==> src/rbm_map.svh <==
// Constants of the receive buffer ring manager
`ifndef RBM_MAP_SVH
`define RBM_MAP_SVH

`define RBM_HDR_BYTES     8'h04
`define RBM_PAGE_LAST_OFF 8'hff
`define RBM_MAX_LINKED    3'h6
`define RBM_CMD_STP_BIT   0
`define RBM_CMD_STA_BIT   1
`define RBM_CMD_TXP_BIT   2
`define RBM_CMD_PS_LSB    6
`define RBM_CMD_RST_VAL   8'h21
`define RBM_ISR_PRX_BIT   0
`define RBM_ISR_RXE_BIT   2
`define RBM_ISR_OVW_BIT   4
`define RBM_ISR_RST_VAL   8'h00
`define RBM_TCR_LB_LSB    1
`define RBM_TCR_LB_MSB    2

`endif

==> src/rbm_pkg.sv <==
// Types of the receive buffer ring manager
package rbm_pkg;

    typedef enum logic [3:0] {
        RBM_IDLE = 4'h1,
        RBM_RECV = 4'h2,
        RBM_DROP = 4'h4,
        RBM_HDR  = 4'h8
    } rbm_state_e;

    typedef logic [7:0] rbm_page_t;

endpackage : rbm_pkg

==> src/rbm_link_if.sv <==
// Page link check signals between ring manager and link calculator
`timescale 1ns/1ns
interface rbm_link_if;
    logic [7:0] page;
    logic [7:0] start_page;
    logic [7:0] stop_page;
    logic [7:0] read_page;
    logic [7:0] next_page;
    logic       hits_read;

    modport calc (
        input  page, start_page, stop_page, read_page,
        output next_page, hits_read
    );
    modport user (
        output page, start_page, stop_page, read_page,
        input  next_page, hits_read
    );
endinterface : rbm_link_if

==> src/rbm_page_link.sv <==
// Next ring page with wrap, and read pointer collision check
`timescale 1ns/1ns
module rbm_page_link (
    input  wire logic sys_clk_i,
    input  wire logic srst_i,
    rbm_link_if.calc  lnk
);

    function automatic logic [7:0] rbm_wrap_next(
        input logic [7:0] pg,
        input logic [7:0] start_pg,
        input logic [7:0] stop_pg
    );
        logic [7:0] inc;
        inc = pg + 8'h01;
        // Compared as whole page numbers, never full addresses
        rbm_wrap_next = (inc == stop_pg) ? start_pg : inc;
    endfunction : rbm_wrap_next

    always_comb begin
        lnk.next_page = rbm_wrap_next(lnk.page, lnk.start_page,
                                      lnk.stop_page);
        lnk.hits_read = (lnk.next_page == lnk.read_page);
    end
endmodule : rbm_page_link

==> src/rbm_tally.sv <==
// Missed frame tally counter, frozen while the device is stopped
`timescale 1ns/1ns
module rbm_tally #(
    parameter int WIDTH = 8
) (
    input  wire logic             sys_clk_i,
    input  wire logic             srst_i,
    input  wire logic             miss_i,
    input  wire logic             stopped_i,
    output logic      [WIDTH-1:0] count_o
);

    typedef struct packed {
        logic [WIDTH-1:0] cnt;
    } rbm_tally_s;

    rbm_tally_s st_q;
    rbm_tally_s st_d;

    always_comb begin
        st_d = st_q;
        if (miss_i && !stopped_i) begin
            st_d.cnt = st_q.cnt + {{(WIDTH-1){1'b0}}, 1'b1};
        end
    end

    always_ff @(posedge sys_clk_i) begin
        if (srst_i) begin
            st_q <= '0;
        end else begin
            st_q <= st_d;
        end
    end

    assign count_o = st_q.cnt;
endmodule : rbm_tally

==> src/rbm_ring_manager.sv <==
// Receive buffer ring manager: page linking, header write, recovery
//
// Notes on behaviour
// Full page continues into the following page
// Frames use consecutive pages, six at most; the code links pages with no count limit
// Next page equal stop page wraps to start
// Next page equal read pointer aborts frame
// Link only when neither comparison matches
// Overflow abort keeps earlier frames intact
// Overflow sets overwrite warning; host recovers fully
// Stop command ends after frame in progress
// Host waits 1.6 ms, clears remote counts
// Host resend flag from saved pending bit
// Host selects loopback mode 1 or 2
// Start command; loopback keeps receive DMA idle
// Host clears warning, then leaves loopback
// Resend command transmits pending frame again
// Missed tally frozen while stopped
// Command selects register page 0 or 1
// Writing ones clears status flags
// Host re-enable sequence order
// Accepted frame header written at write pointer
// Write pointer takes precomputed next page
// Bad frames reclaimed unless configured to accept
// Check sequence stored right after data
// Frame data starts four bytes into page
// Host inits pointers to start, never zero
// Comparisons on the 8-bit page number
// Header next pointer follows last used page
`timescale 1ns/1ns
`include "rbm_map.svh"
module rbm_ring_manager #(
    parameter int TALLY_W = 8
) (
    input  wire logic               sys_clk_i,
    input  wire logic               srst_i,
    input  wire logic [7:0]         ring_start_page_i,
    input  wire logic [7:0]         ring_stop_page_i,
    input  wire logic [7:0]         host_read_pointer_i,
    input  wire logic               wr_ptr_load_i,
    input  wire logic [7:0]         wr_ptr_data_i,
    input  wire logic               cmd_wr_i,
    input  wire logic [7:0]         cmd_data_i,
    input  wire logic               status_wr_i,
    input  wire logic [7:0]         status_data_i,
    input  wire logic [7:0]         tx_config_i,
    input  wire logic               accept_bad_i,
    input  wire logic               rx_start_i,
    input  wire logic               rx_byte_valid_i,
    input  wire logic [7:0]         rx_byte_i,
    input  wire logic               rx_end_i,
    input  wire logic               rx_good_i,
    input  wire logic [7:0]         rx_status_i,
    output logic                    mem_wr_o,
    output logic [15:0]             mem_addr_o,
    output logic [7:0]              mem_data_o,
    output logic [7:0]              rx_write_pointer_o,
    output logic [7:0]              interrupt_status_o,
    output logic                    overwrite_warning_flag_o,
    output logic                    stopped_o,
    output logic [1:0]              reg_page_o,
    output logic                    tx_start_o,
    output logic [TALLY_W-1:0]      missed_count_o
);

    typedef struct packed {
        rbm_pkg::rbm_state_e st;
        rbm_pkg::rbm_page_t  rx_write_pointer;
        rbm_pkg::rbm_page_t  page;
        logic [7:0]          off;
        logic [15:0]         cnt;
        logic [1:0]          hidx;
        rbm_pkg::rbm_page_t  nxtf;
        logic [7:0]          rstat;
        logic                stop_pend;
        logic                stopped;
        logic [7:0]          interrupt_status;
        logic [1:0]          regpage;
        logic                mem_wr;
        logic [15:0]         mem_addr;
        logic [7:0]          mem_data;
        logic                tx_start;
        logic                miss;
    } rbm_top_s;

    rbm_top_s q;
    rbm_top_s d;

    rbm_link_if lnk ();

    rbm_page_link u_link (
        .sys_clk_i (sys_clk_i),
        .srst_i    (srst_i),
        .lnk       (lnk)
    );

    rbm_tally #(
        .WIDTH (TALLY_W)
    ) u_tally (
        .sys_clk_i (sys_clk_i),
        .srst_i    (srst_i),
        .miss_i    (q.miss),
        .stopped_i (q.stopped),
        .count_o   (missed_count_o)
    );

    logic loopback;
    logic rx_active;
    logic accept_end;
    logic clr_ovw;

    always_comb begin
        lnk.page       = q.page;
        lnk.start_page = ring_start_page_i;
        lnk.stop_page  = ring_stop_page_i;
        lnk.read_page  = host_read_pointer_i;
    end

    ////////////////////////////////////////////////////////////////////
    // Next state
    ////////////////////////////////////////////////////////////////////

    always_comb begin
        // Loopback modes keep the local receive DMA idle
        loopback   = |tx_config_i[`RBM_TCR_LB_MSB:`RBM_TCR_LB_LSB];
        rx_active  = !q.stopped && !loopback;
        accept_end = rx_end_i && (rx_good_i || accept_bad_i);
        clr_ovw    = status_wr_i && status_data_i[`RBM_ISR_OVW_BIT];
        d          = q;
        d.mem_wr   = 1'b0;
        d.tx_start = 1'b0;
        d.miss     = 1'b0;

        // Write-one-to-clear; hardware sets below win the same cycle
        if (status_wr_i) begin
            d.interrupt_status = q.interrupt_status & ~status_data_i;
        end

        if (cmd_wr_i) begin
            d.regpage = cmd_data_i[`RBM_CMD_PS_LSB+1:`RBM_CMD_PS_LSB];
            if (cmd_data_i[`RBM_CMD_STP_BIT]) begin
                d.stop_pend = 1'b1;
            end else if (cmd_data_i[`RBM_CMD_STA_BIT]) begin
                d.stop_pend = 1'b0;
                d.stopped   = 1'b0;
                d.tx_start  = cmd_data_i[`RBM_CMD_TXP_BIT];
            end
        end

        if (wr_ptr_load_i) begin
            d.rx_write_pointer = wr_ptr_data_i;
        end

        case (q.st)
            rbm_pkg::RBM_IDLE: begin
                // Stop only takes effect between frames
                if (q.stop_pend && !(cmd_wr_i &&
                        cmd_data_i[`RBM_CMD_STA_BIT] &&
                        !cmd_data_i[`RBM_CMD_STP_BIT])) begin
                    d.stopped   = 1'b1;
                    d.stop_pend = 1'b0;
                end else if (rx_start_i && rx_active) begin
                    d.st   = rbm_pkg::RBM_RECV;
                    d.page = q.rx_write_pointer;
                    d.off  = `RBM_HDR_BYTES;
                    d.cnt  = {8'h00, `RBM_HDR_BYTES};
                end
            end
            rbm_pkg::RBM_RECV: begin
                if (rx_end_i) begin
                    if (accept_end) begin
                        // Unused tail of last page is abandoned
                        d.nxtf  = (q.off == 8'h00) ? q.page
                                                   : lnk.next_page;
                        d.rstat = rx_status_i;
                        d.hidx  = 2'h0;
                        d.st    = rbm_pkg::RBM_HDR;
                    end else begin
                        // Pages reclaimed: write pointer left alone
                        d.st = rbm_pkg::RBM_IDLE;
                        d.interrupt_status[`RBM_ISR_RXE_BIT] = 1'b1;
                    end
                end else if (rx_byte_valid_i) begin
                    // Check sequence bytes arrive in the same stream
                    d.mem_wr   = 1'b1;
                    d.mem_addr = {q.page, q.off};
                    d.mem_data = rx_byte_i;
                    d.off      = q.off + 8'h01;
                    d.cnt      = q.cnt + 16'h0001;
                    if (q.off == `RBM_PAGE_LAST_OFF) begin
                        if (lnk.hits_read) begin
                            // Never enter the unread page
                            d.st   = rbm_pkg::RBM_DROP;
                            d.miss = 1'b1;
                            d.interrupt_status[`RBM_ISR_OVW_BIT] = 1'b1;
                        end else begin
                            d.page = lnk.next_page;
                        end
                    end
                end
            end
            rbm_pkg::RBM_DROP: begin
                if (rx_end_i) begin
                    d.st = rbm_pkg::RBM_IDLE;
                end
            end
            rbm_pkg::RBM_HDR: begin
                d.mem_wr   = 1'b1;
                d.mem_addr = {q.rx_write_pointer, 6'h00, q.hidx};
                case (q.hidx)
                    2'h0:    d.mem_data = q.rstat;
                    2'h1:    d.mem_data = q.nxtf;
                    2'h2:    d.mem_data = q.cnt[7:0];
                    default: d.mem_data = q.cnt[15:8];
                endcase
                d.hidx = q.hidx + 2'h1;
                if (q.hidx == 2'h3) begin
                    d.rx_write_pointer = q.nxtf;
                    d.st   = rbm_pkg::RBM_IDLE;
                    d.interrupt_status[`RBM_ISR_PRX_BIT] = 1'b1;
                end
            end
            default: d.st = rbm_pkg::RBM_IDLE;
        endcase
    end

    ////////////////////////////////////////////////////////////////////
    // State register
    ////////////////////////////////////////////////////////////////////

    always_ff @(posedge sys_clk_i) begin
        if (srst_i) begin
            q         <= '0;
            q.st      <= rbm_pkg::RBM_IDLE;
            q.stopped <= 1'b1;
            q.interrupt_status     <= `RBM_ISR_RST_VAL;
        end else begin
            q <= d;
        end
    end

    always_comb begin
        mem_wr_o                 = q.mem_wr;
        mem_addr_o               = q.mem_addr;
        mem_data_o               = q.mem_data;
        rx_write_pointer_o       = q.rx_write_pointer;
        interrupt_status_o       = q.interrupt_status;
        overwrite_warning_flag_o = q.interrupt_status[`RBM_ISR_OVW_BIT];
        stopped_o                = q.stopped;
        reg_page_o               = q.regpage;
        tx_start_o               = q.tx_start;
    end

    ////////////////////////////////////////////////////////////////////
    // Checks
    ////////////////////////////////////////////////////////////////////

    logic page_end_wr;
    assign page_end_wr = (q.st == rbm_pkg::RBM_RECV) && !rx_end_i &&
                         rx_byte_valid_i && (q.off == `RBM_PAGE_LAST_OFF);
endmodule : rbm_ring_manager

==> config.mk <==
export PLATFORM = sky130hd
export DESIGN_NAME = rbm_ring_manager
export DESIGN_NICKNAME = d
export VERILOG_FILES = /design/src/rbm_pkg.sv /design/src/rbm_link_if.sv /design/src/rbm_page_link.sv /design/src/rbm_tally.sv /design/src/rbm_ring_manager.sv
export VERILOG_INCLUDE_DIRS = /design/src
export SDC_FILE = /design/constraint.sdc
export NUM_CORES = 1
export LEC_CHECK = 0
export BUFFER_PORTS_ARGS = -buffer_cell sky130_fd_sc_hd__buf_2
export CAP_MARGIN = 10
export CORE_ASPECT_RATIO = 1.75
export CORE_UTILIZATION = 30
export DETAILED_ROUTE_END_ITERATION = 10
export PLACE_DENSITY = 0.5
export SETUP_SLACK_MARGIN = 0.2
export SYNTH_ARGS = -nofsm -noshare
export SYNTH_HDL_FRONTEND = slang
export SYNTH_HIERARCHICAL = 1
export SYNTH_SLANG_ARGS = --single-unit
==> constraint.sdc <==
create_clock -name sys_clk_i -period 3.45 [get_ports sys_clk_i]
set_input_delay 0.1725 -clock sys_clk_i [delete_from_list [all_inputs] [get_ports sys_clk_i]]
set_output_delay 0.1725 -clock sys_clk_i [all_outputs]
set_load 0.01 [all_outputs]
After elaboration in Yosys (flattened, before gate mapping)
Cells that the tools add are included.
{"block": "totals", "regBits": 109, "inputBits": 82, "output_inout_bits": 54, "elab_cells": 125}
{"block": "classes", "add_sub_neg": 5, "eq_ne": 23, "mux": 46, "bitwise_logic": 7, "n_reduce_logical": 25}
{"cell": "32-bit two-way mux", "count": 4}
{"cell": "32-bit case mux with 2 select lines", "count": 1}
{"cell": "25-bit two-way mux", "count": 2}
{"cell": "25-bit case mux with 2 select lines", "count": 1}
{"cell": "8-bit two-way mux", "count": 6}
{"cell": "18-bit two-way mux", "count": 2}
{"cell": "4-bit two-way mux", "count": 8}
{"cell": "8-bit by 1-bit adder with 8-bit output (second input constant)", "count": 3}
{"cell": "8-bit case mux with 3 select lines", "count": 1}
{"cell": "2-bit inequality test (second input constant)", "count": 10}
{"cell": "16-bit by 1-bit adder with 16-bit output (second input constant)", "count": 1}
{"cell": "8-bit == test", "count": 2}
{"cell": "4-bit case mux with 4 select lines", "count": 1}
{"cell": "7-bit AND reduction", "count": 2}
{"cell": "1-bit two-way mux", "count": 13}
{"cell": "12-bit two-way mux", "count": 1}
{"cell": "3-bit inequality test (second input constant)", "count": 3}
{"cell": "3-bit AND reduction", "count": 3}
{"cell": "8-bit bitwise AND", "count": 1}
{"cell": "8-bit == test (second input constant)", "count": 1}
{"cell": "8-bit logical NOT", "count": 1}
{"cell": "2-bit two-way mux", "count": 4}
{"cell": "8-bit inverter", "count": 1}
{"cell": "1-bit logical AND", "count": 7}
{"cell": "18 further kinds", "count": 27}

Longest topological paths before layout
Gate-level depths: netlist (run 1).
{"block": "depth", "ltp_word": 9, "mapped_depth": 14, "mapped_depth_nobuf": 13}

Cells and area by module
Netlist (run 1), hierarchy kept.
{"mod": "rbm_ring_manager", "instances": 1, "cells_per_inst": 611, "area_each_um2": 5159.9, "seq_area_each_um2": 2021.9}
{"mod": "rbm_page_link", "instances": 1, "cells_per_inst": 63, "area_each_um2": 530.5, "seq_area_each_um2": 0.0}
{"mod": "rbm_tally", "instances": 1, "cells_per_inst": 39, "area_each_um2": 361.6, "seq_area_each_um2": 160.2}

Worst setup path before layout (run 1)
Ideal clock, no wire load.
{"block": "synth_timing", "path_type": "register to register", "startpoint": "register q (netlist bit lnk.page[0])", "endpoint": "register q (netlist bit lnk.page[0])", "arrival_ps": 3659, "required_time_ps": 3363, "setup_slack_ps": -296, "path_stages_with_launch": 15, "path_buffers": 1, "path_cell_list": "dfxtp_1 > ha_1 > xor3_1 > nor3_1 > nand4_1 > or4_1 > buf_6 > mux2_4 > xnor2_2 > nand2_1 > nor4_2 > nand4b_1 > or4_4 > a22o_4 > a221oi_2"}
{"block": "synth_via", "elab_cells_between_ends": 11, "classes_between": "add/sub (1); eq/ne (3); mux (6); reduce/logical (1)"}
{"item": "start, declared", "line": "rbm_ring_manager.sv:86", "text": "rbm_top_s q;"}
{"item": "8-bit by 1-bit adder with 8-bit output *", "line": "rbm_page_link.sv:15", "text": "inc = pg + 8'h01;"}
{"item": "8-bit == test", "line": "rbm_page_link.sv:17", "text": "rbm_wrap_next = (inc == stop_pg) ? start_pg : inc;"}
{"item": "8-bit two-way mux *", "line": "rbm_page_link.sv:17"}
{"item": "named net lnk.next_page[5]", "line": "rbm_link_if.sv:8", "text": "logic [7:0] next_page;"}
{"item": "8-bit == test *", "line": "rbm_page_link.sv:23", "text": "lnk.hits_read = (lnk.next_page == lnk.read_page);"}
{"item": "named net lnk.hits_read", "line": "rbm_link_if.sv:9", "text": "logic hits_read;"}
{"item": "2-bit inequality test (no source line) *"}
{"item": "7-bit AND reduction (no source line) *"}
Mark *: on every way through the listed nets, which the timed path passes. The rest lies on a longest branch. The select of a mux whose other input is x is not followed.
A chain may end at the register's enable or synchronous reset.

Worst setup path in the final report (run 1)
{"block": "layout_timing", "startpoint": "register q (netlist bit lnk.page[1])", "endpoint": "register q (netlist bit lnk.page[3])"}
The elaborated chain is that of the path after synthesis.

==> results of run 1 <==
==> final cells by class <==
type,count,area [um^2]
Multi-Input combinational cell,485,3307
Fill cell,2141,12580
Clock inverter,5,58.81
Tap cell,245,306.5
Sequential cell,109,2192
Inverter,20,75.07
Clock buffer,11,242.7
Timing Repair Buffer,169,977.2
==> per-layer routing <==
metal  GRT usage  vias to the layer above  part of all wire
met5           0                        -                 0
met2      0.3609                      128              0.56
met1      0.2027                     2631              0.37
met4      0.1000                        0             0.041
li1            -                     2714                 -
met3     0.01987                       40             0.029
==> per-stage QoR <==
| step | cells | instance area (um^2) | hold slack (ps) |
|---|---|---|---|
| final | 1044 | 7159 | 47.58 |
| after detailed placement | 1025 | 6805 | 421.2 |
| after floorplan | 713 | 6090 | 308.5 |
| after CTS | 1044 | 7159 | 42.01 |
| after global routing | 1044 | 7159 | 60.72 |
| after global placement | 1025 | 6805 | 411.1 |
==> cell families after synthesis <==
logic type / synth area share
AOI/OAI and AO/OA: 0.2026
adders and majority gates: 0.01861
muxes: 0.06223
buffers and inverters: 0.1044
and+or+nand+nor: 0.2105
DFF: 0.3606
xor gates and xnor gates: 0.04114
==> state kept, by name, summed over array words and instances, names as in the netlist <==
name                count
lnk.page                8
mem_addr_o             16
q                      48
reg_page_o              2
tx_start_o              1
mem_data_o              8
u_tally/count_o         8
mem_wr_o                1
interrupt_status_o      8
rx_write_pointer_o      8
stopped_o               1
==> worst max-delay path, cell delays in order (launching register included) <==
cell      delay (ps)
dfxtp_4          360
ha_4             240
xor2_1           150
nor3_2           230
nand4_1          130
or4_4            560
buf_6            150
mux2_2           290
xnor2_1          130
nand4_1          120
nor4_2            60
nand4b_1         180
or4_4            540
a22o_4           300
a221oi_2         250
==> repair_timing <==
item,CTS,global route
pin swaps,2,0
buffers inserted,2,0
resized for setup,8,0
endpoints found under the setup margin,13,13
gates cloned,1,0
==> report_power, final <==
group	total (W)	internal [W]	switching [W]
clock network	0.00107	0.000585	0.000488
logic	0.000216	0.000101	0.000115
registers	0.00130	0.00127	0.0000268
total	0.00259	0.00196	0.000630
==> placed cells by master, fill, tap and decap left out, types with 4 or more instances in the layout <==
cell and n:
nor3_1 4, xor2_1 7, nand3_1 47, mux2_2 5, inv_1 19, nor4b_1 4, a311oi_1 9, xnor2_1 15
o21ai_0 28, buf_4 39, nor3b_1 4, nand2_1 68, a21oi_1 62, a211oi_1 13, a221oi_2 8, o21a_1 8
and3_1 8, a22oi_1 10, nor2_1 32, buf_2 126, a22o_1 8, dfxtp_1 105, nand4_1 11, mux2i_1 29
or3_1 32, ha_1 8, o2111ai_1 4, clkbuf_16 9, a222oi_1 8
==> worst max-delay path by stage <==
stage / start / end / slack (ps) / depth (start not counted)
final: lnk.page[1] / lnk.page[3] / -340 / 14
after global routing: lnk.page[1] / lnk.page[2] / -450 / 14
after floorplan: lnk.page[2] / lnk.page[0] / -40 / 14
after detailed placement: lnk.page[1] / lnk.page[3] / -320 / 14
after global placement: lnk.page[1] / lnk.page[0] / -280 / 14
after CTS: lnk.page[1] / lnk.page[2] / -250 / 14
==> flow_metrics.env, run 1 <==
export IMPL_outcome="complete, but fails checks"
export IMPL_violations="negative setup slack"
export IMPL_hpwl_um=14230
export IMPL_dieArea_mm2=0.02077
export IMPL_drt_iter0_markers=227
export IMPL_rr_endpoint="lnk.page[3]"
export IMPL_yosys_top_cells_area="dfxtp_1, buf_4, a21oi_1, mux2i_1, nand2_1"
export IMPL_grt_pass1_vias=5548
export IMPL_arrival_ps=4050
export IMPL_grt_max_degree=89
export IMPL_htreeDepth=3
export IMPL_design_power_total_w=0.002589
export IMPL_synth_most_common_cell="dfxtp_1"
export IMPL_design_core_area_mm2=0.01974
export IMPL_root_buffer="clkbuf_16"
export IMPL_postLayoutSetupSlackWorst_ps=-340.8
export IMPL_hold_viol=0
export IMPL_holdCritPathClass="input pin to flip-flop"
export IMPL_synth_cells=713
export IMPL_whs_path_depth=3
export IMPL_max_cap_violations=0
export IMPL_fin_tns_setup_ps=-2747
export IMPL_critPathLaunchType="flip-flop"
export IMPL_cp_end_kind="flip-flop"
export IMPL_cts_max_path_buffers=2
export IMPL_antenna_found_initial=0
export IMPL_ys_types=65
export IMPL_nNetsFinal=885
export IMPL_grt_overflow=0
export IMPL_postLayoutCoreUtil=0.3627
export IMPL_holdPathEnd="reg_page_o[0]"
export IMPL_drive_gt1_frac=0.2841
export IMPL_min_period_over_period=1.099
export IMPL_place_congestion=0.8574
export IMPL_synth_ff_type="dfxtp_1"
export IMPL_start_util=0.3066
export IMPL_synth_seq_area_share=0.3606
export IMPL_dp_slack_ps=-322.7
export IMPL_clkSinkCount=109
export IMPL_cts_made_buffers=9
export IMPL_ys_ff_latch=109
export IMPL_die_x_um=109.4
export IMPL_setup_violations=12
export IMPL_cp_required_ps=3710
export IMPL_reg2reg_setup_slack_ps=-340
export IMPL_antenna_cells=0
export IMPL_syn_avg_cell_area_um2=8.488
export IMPL_cts_tree="built"
export IMPL_drtAntennaViolNets=0
export IMPL_ctsHoldBuffers=0
export IMPL_rsz0062_at_grt="true"
export IMPL_drcViolationCount=0
export IMPL_io_pins=136
export IMPL_clkLatencyLatePin_ps=360
export IMPL_power_density_mw_per_mm2=361.6
export IMPL_synth_top_cell_area_share=0.3606
export IMPL_die_height_um=189.9
export IMPL_synth_edf_count=0
export IMPL_vias=5513
export IMPL_num_rows=68
export IMPL_worst_pin_slew_ps=983.3
export IMPL_grt_pass1_wl_um=30040
export IMPL_syn_nets=804
export IMPL_ff2ff_path_depth=14
export IMPL_syn_to_final_growth_pct=18.30
export IMPL_yosysWarningCount=6
export IMPL_finalMaxSlewViolations=0
export IMPL_p_leak_nw=2.783
export IMPL_clkSlewWorstSetupHoldPaths_ps=70
export IMPL_path_class="flip-flop to flip-flop"
export IMPL_avgViaCountPerCell=5.281
export IMPL_fin_skew_ps=7.772
export IMPL_hold_start="cmd_data_i[6]"
export IMPL_synthTopCellsByCount="dfxtp_1, nand2_1, a21oi_1"
export IMPL_synthArstFlopShare=0
export IMPL_port_buffers=126
export IMPL_synth_largest_area_cell="dfxtp_1"
export IMPL_dr_pass1_iters=7
export IMPL_cp_max_fo=8
export IMPL_grt_usage=0.1914
export IMPL_wl_per_cell_um=18.39
export IMPL_netlist_area_mm2=0.006052
export IMPL_max_freq_ghz=0.2638
export IMPL_max_slew_margin=0.3445
export IMPL_vdd_drop_max_uv=191.3
export IMPL_period_minus_slack_ps=3791
export IMPL_r2r_start="lnk.page[1]"
export IMPL_routed_wl_um=19200
Power figures use the tool's default switching activity.
==> run 2, diff against run 1 <==
Settings changed: PLACE_DENSITY 0.5 to 0.54.
==> run 2 against run 1 <==
Non-clock buffer count grew 2. Clock-buffer cell count is the same. Highest routed layer unchanged. Hold slack gained 5.6 ps. Via count grew 0.78%. Sequential power is essentially flat. Die area is the same. Largest cell class unchanged. The flow still finishes with violations (negative setup slack). Core utilization is essentially flat. Sequential share of layout area is essentially flat. Critical endpoint is now lnk.page[6]. Register-to-register slack gained 20 ps.
==> flow_metrics.env, run 2 (synthesized netlist as in run 1, its figures left out) <==
export IMPL_min_period_over_period=1.093
export IMPL_grt_pass1_wl_um=29500
export IMPL_crit_path_max_incr_delay_ps=560
export IMPL_cts_made_buffers=9
export IMPL_grt_max_degree=89
export IMPL_cts_max_path_buffers=2
export IMPL_p_leak_nw=2.802
export IMPL_layout_commonest_cell="buf_2"
export IMPL_max_freq_ghz=0.2652
export IMPL_hold_viol=0
export IMPL_violations="negative setup slack"
export IMPL_nNetsFinal=887
export IMPL_critPathLaunchType="flip-flop"
export IMPL_avgViaCountPerCell=5.307
export IMPL_routed_wl_um=18720
export IMPL_wl_per_cell_um=17.88
export IMPL_worst_pin_slew_ps=1022
export IMPL_cts_tree="built"
export IMPL_holdCritPathClass="input pin to flip-flop"
export IMPL_power_density_mw_per_mm2=368.0
export IMPL_finalMaxSlewViolations=0
export IMPL_period_minus_slack_ps=3771
export IMPL_fin_tns_setup_ps=-2460
export IMPL_die_height_um=189.9
export IMPL_dp_slack_ps=-344.9
export IMPL_dieArea_mm2=0.02077
export IMPL_io_pins=136
export IMPL_largest_reg_flops=48
export IMPL_drt_iter0_markers=290
export IMPL_fin_skew_ps=8.594
export IMPL_grt_usage=0.1882
export IMPL_cp_end_kind="flip-flop"
export IMPL_max_cap_violations=0
export IMPL_num_rows=68
export IMPL_max_slew_margin=0.3188
export IMPL_die_x_um=109.4
export IMPL_outcome="complete, but fails checks"
export IMPL_dr_pass1_iters=4
export IMPL_start_util=0.3066
export IMPL_hpwl_um=13760
export IMPL_place_congestion=0.8307
export IMPL_worst_path_buf_inv=1
export IMPL_design_core_area_mm2=0.01974
export IMPL_grt_pass1_vias=5522
export IMPL_clkSlewWorstSetupHoldPaths_ps=70
export IMPL_drtAntennaViolNets=0
export IMPL_drive_gt1_frac=0.2834
export IMPL_syn_to_final_growth_pct=18.28
export IMPL_antenna_found_initial=1
export IMPL_htreeDepth=3
export IMPL_rsz0062_at_grt="true"
export IMPL_port_buffers=126
export IMPL_drcViolationCount=0
export IMPL_vdd_drop_max_uv=176.7
export IMPL_reg2reg_setup_slack_ps=-320
export IMPL_root_buffer="clkbuf_16"
export IMPL_cp_max_fo=9
export IMPL_most_common_layout_cells="buf_2, dfxtp_1, nand2_1"
export IMPL_largest_register="q"
export IMPL_grt_overflow=0
export IMPL_postLayoutSetupSlackWorst_ps=-321.1
export IMPL_arrival_ps=4040
export IMPL_critPathTopFamily="simple AND/OR/NAND/NOR gates"
export IMPL_crit_chain="ha_4 -> xor2_1 -> nor3_2 -> nand4_1 -> or4_4 -> buf_6 -> mux2_2 -> xnor2_1 -> nand4_1 -> nor4_2 -> nand4b_1 -> or4_4 -> a22o_4 -> a221oi_2"
export IMPL_vias=5556
export IMPL_cp_required_ps=3720
export IMPL_fillers=2119
export IMPL_critPathSlowestCell="or4_4"
export IMPL_clkLatencyLatePin_ps=360
export IMPL_path_class="flip-flop to flip-flop"
export IMPL_clkSinkCount=109
export IMPL_setup_violations=11
## run 2: path summary, 6_finish.rpt
path / cells past startpoint / endpoint / startpoint
hold reg to reg: 2 / mem_addr_o[11] / mem_addr_o[11]
setup / recovery: 14 / lnk.page[6] / lnk.page[1]
hold / removal: 3 / reg_page_o[0] / cmd_data_i[6]
setup reg to reg: 14 / lnk.page[6] / lnk.page[1]
## run 2: repair_timing
action | 4_1_cts | 5_1_grt
pin swaps | 2 | 1
hold buffers | 0 | 0
setup buffers | 1 | 1
endpoints found under the setup margin | 13 | 13
resized for setup | 3 | 1
## run 2: cell type report
| cell class | count | area, um^2 | area share |
|---|---|---|---|
| well taps | 245 | 306.5 | 0.04282 |
| clock inverters | 5 | 75.07 | 0.01049 |
| clock buffers | 11 | 232.7 | 0.03251 |
| repair buffers | 171 | 972.2 | 0.1358 |
| multi-input cells | 485 | 3302 | 0.4613 |
| inverters | 20 | 75.07 | 0.01049 |
| diodes | 1 | 2.502 | 0.0003496 |
| flip-flops and latches | 109 | 2192 | 0.3062 |
## run 2: through the flow
step / std cells / cell area, um^2 / hold slack [ps] / util / power [W]
finish: 1047 / 7158 / 53.22 / 0.3626 / 0.002634
global route: 1047 / 7158 / 50.39 / 0.3626 / 0.002728
CTS: 1045 / 7144 / 45.97 / 0.3619 / 0.002666
detailed placement: 1028 / 6815 / 417.2 / 0.3453 / 0.001544
global placement: 1028 / 6815 / 413.6 / 0.3453 / 0.001544
floorplan: 713 / 6090 / 308.5 / - / 0.001461
## run 2: worst min-delay path: stages
cell,delay [ps]
buf_2,70
mux2i_1,60
nor2_1,70
## run 2: layer usage
metal / GRT usage / vias to the layer above / wire length (um)
met5: 0 / - / 0
met4: 0.1190 / 0 / 1040
met3: 0.02672 / 46 / 513
met2: 0.3374 / 118 / 10010
met1: 0.2015 / 2672 / 7151
li1: - / 2720 / -
## run 2: report_power, final
part | total (W) | internal, W | switching (W)
logic | 0.000215 | 0.000101 | 0.000114
clock network | 0.00112 | 0.000634 | 0.000486
registers | 0.00130 | 0.00127 | 0.0000269
==> run 3, diff against run 2 <==
Settings changed: PLACE_DENSITY 0.54 to default.
==> run 3 against run 2 <==
The flow still finishes with violations (negative setup slack). Power fell by 4.3%. Register-to-register slack gained 50 ps. Fmax rose by 1.3%. Worst setup slack better by 50 ps. Sequential power barely moved. Sequential cell count is the same.
==> flow_metrics.env, run 3 (synthesized netlist as in run 1, its figures left out) <==
export IMPL_setup_violations=8
export IMPL_antenna_cells=0
export IMPL_min_period_over_period=1.079
export IMPL_finalMaxSlewViolations=0
export IMPL_clkSlewWorstSetupHoldPaths_ps=70
export IMPL_most_common_layout_cells="buf_2, dfxtp_1, nand2_1"
export IMPL_port_buffers=126
export IMPL_crit_chain="ha_4 -> nand3_4 -> nor2_2 -> a311o_1 -> or4_4 -> buf_8 -> mux2_2 -> xnor2_2 -> nand4_1 -> nor4_4 -> nand4b_1 -> or4_4 -> a22o_4 -> a221oi_2"
export IMPL_design_core_area_mm2=0.01974
export IMPL_start_util=0.3066
export IMPL_cts_tree="built"
export IMPL_largest_reg_flops=48
export IMPL_avgViaCountPerCell=5.296
export IMPL_arrival_ps=3980
export IMPL_hold_start="cmd_data_i[6]"
export IMPL_hold_viol=0
export IMPL_fin_skew_ps=9.680
export IMPL_syn_to_final_growth_pct=19.64
export IMPL_grt_max_degree=89
export IMPL_critPathSlowestCell="or4_4"
export IMPL_holdCritPathClass="input pin to flip-flop"
export IMPL_critPathTopFamily="simple AND/OR/NAND/NOR gates"
export IMPL_worst_pin_slew_ps=972.7
export IMPL_drtAntennaViolNets=0
export IMPL_antenna_found_initial=0
export IMPL_cp_required_ps=3710
export IMPL_seqCellArea_mm2=0.002198
export IMPL_dr_pass1_iters=5
export IMPL_fin_area_mm2=0.007241
export IMPL_io_pins=136
export IMPL_period_minus_slack_ps=3721
export IMPL_layout_commonest_cell="buf_2"
export IMPL_grt_pass1_wl_um=28880
export IMPL_clkLatencyLatePin_ps=360
export IMPL_placed_area_mm2=0.006828
export IMPL_dieArea_mm2=0.02077
export IMPL_die_x_um=109.4
export IMPL_wl_per_cell_um=17.63
export IMPL_multi_input_area_mm2=0.003356
export IMPL_power_density_mw_per_mm2=348.3
export IMPL_clkSinkCount=109
export IMPL_cp_end_kind="flip-flop"
export IMPL_critPathLaunch="lnk.page[0]"
export IMPL_crit_path_max_incr_delay_ps=580
export IMPL_cts_made_buffers=9
export IMPL_grt_usage=0.1836
export IMPL_drive_gt1_frac=0.2960
export IMPL_max_slew_margin=0.3515
export IMPL_num_rows=68
export IMPL_htreeDepth=3
export IMPL_grt_overflow=0
export IMPL_dp_slack_ps=-274.3
export IMPL_violations="negative setup slack"
export IMPL_vdd_drop_max_uv=168.9
export IMPL_r2r_start="lnk.page[0]"
export IMPL_fin_hold_ws_ps=53.13
export IMPL_nNetsFinal=890
export IMPL_worst_path_buf_inv=1
export IMPL_outcome="complete, but fails checks"
export IMPL_fillers=2091
export IMPL_vias=5555
export IMPL_die_height_um=189.9
export IMPL_max_cap_violations=0
export IMPL_drt_iter0_markers=385
export IMPL_path_class="flip-flop to flip-flop"
export IMPL_drcViolationCount=0
export IMPL_critPathLaunchType="flip-flop"
export IMPL_place_congestion=0.8403
export IMPL_routed_wl_um=18500
export IMPL_design_power_total_w=0.002522
export IMPL_rsz0062_at_grt="true"
export IMPL_ctsHoldBuffers=0
export IMPL_p_leak_nw=2.826
export IMPL_postLayoutSetupSlackWorst_ps=-271.2
export IMPL_grt_pass1_vias=5358
export IMPL_hpwl_um=13690
export IMPL_max_freq_ghz=0.2687
export IMPL_path_common_cell="or4_4"
export IMPL_root_buffer="clkbuf_16"
export IMPL_cp_max_fo=8
export IMPL_cts_max_path_buffers=2
export IMPL_largest_register="q"
run 3: layout make-up:
cell class / instances / share of cell area
Sequential cell: 109 / 0.3036
Clock buffer: 12 / 0.03404
Timing Repair Buffer: 174 / 0.1420
Clock inverter: 4 / 0.004147
Multi-Input combinational cell: 485 / 0.4635
Inverter: 20 / 0.01037
Tap cell: 245 / 0.04234
run 3: report_power, final:
group          switching (W)  internal, W
combinational       0.000117     0.000104
sequential         0.0000262      0.00127
clock               0.000490     0.000514
run 3: repair_timing:
action	CTS	global route
buffers inserted	2	2
endpoints found under the setup margin	13	13
gates cloned	0	1
resized for setup	4	15
pin swaps	3	11
run 3: path summary, 6_finish.rpt:
| check | slack (ps) | cells after the start | endpoint |
|---|---|---|---|
| setup / recovery | -270 | 14 | lnk.page[3] |
| hold / removal | 50 | 3 | reg_page_o[0] |
| setup reg to reg | -270 | 14 | lnk.page[3] |
| hold reg to reg | 450 | 2 | interrupt_status_o[0] |
run 3: metal layers:
layer / GRT usage / vias to the layer above / part of all wire
li1: - / 2726 / -
met2: 0.3384 / 165 / 0.55
met3: 0.02021 / 41 / 0.036
met4: 0.1144 / 0 / 0.052
met1: 0.1928 / 2623 / 0.36
met5: 0 / - / 0
run 3: worst min-delay path: stages:
cell and delay [ps]:
buf_2 70, mux2i_1 50, nor2_1 70
run 3: per-stage QoR:
step / util / std cells / TNS, ps
global placement: 0.3459 / 1028 / -1574
detailed placement: 0.3459 / 1028 / -2107
finish: 0.3668 / 1049 / -1983
CTS: 0.3616 / 1046 / -1878
global route: 0.3668 / 1049 / -3608
floorplan: - / 713 / -245.3
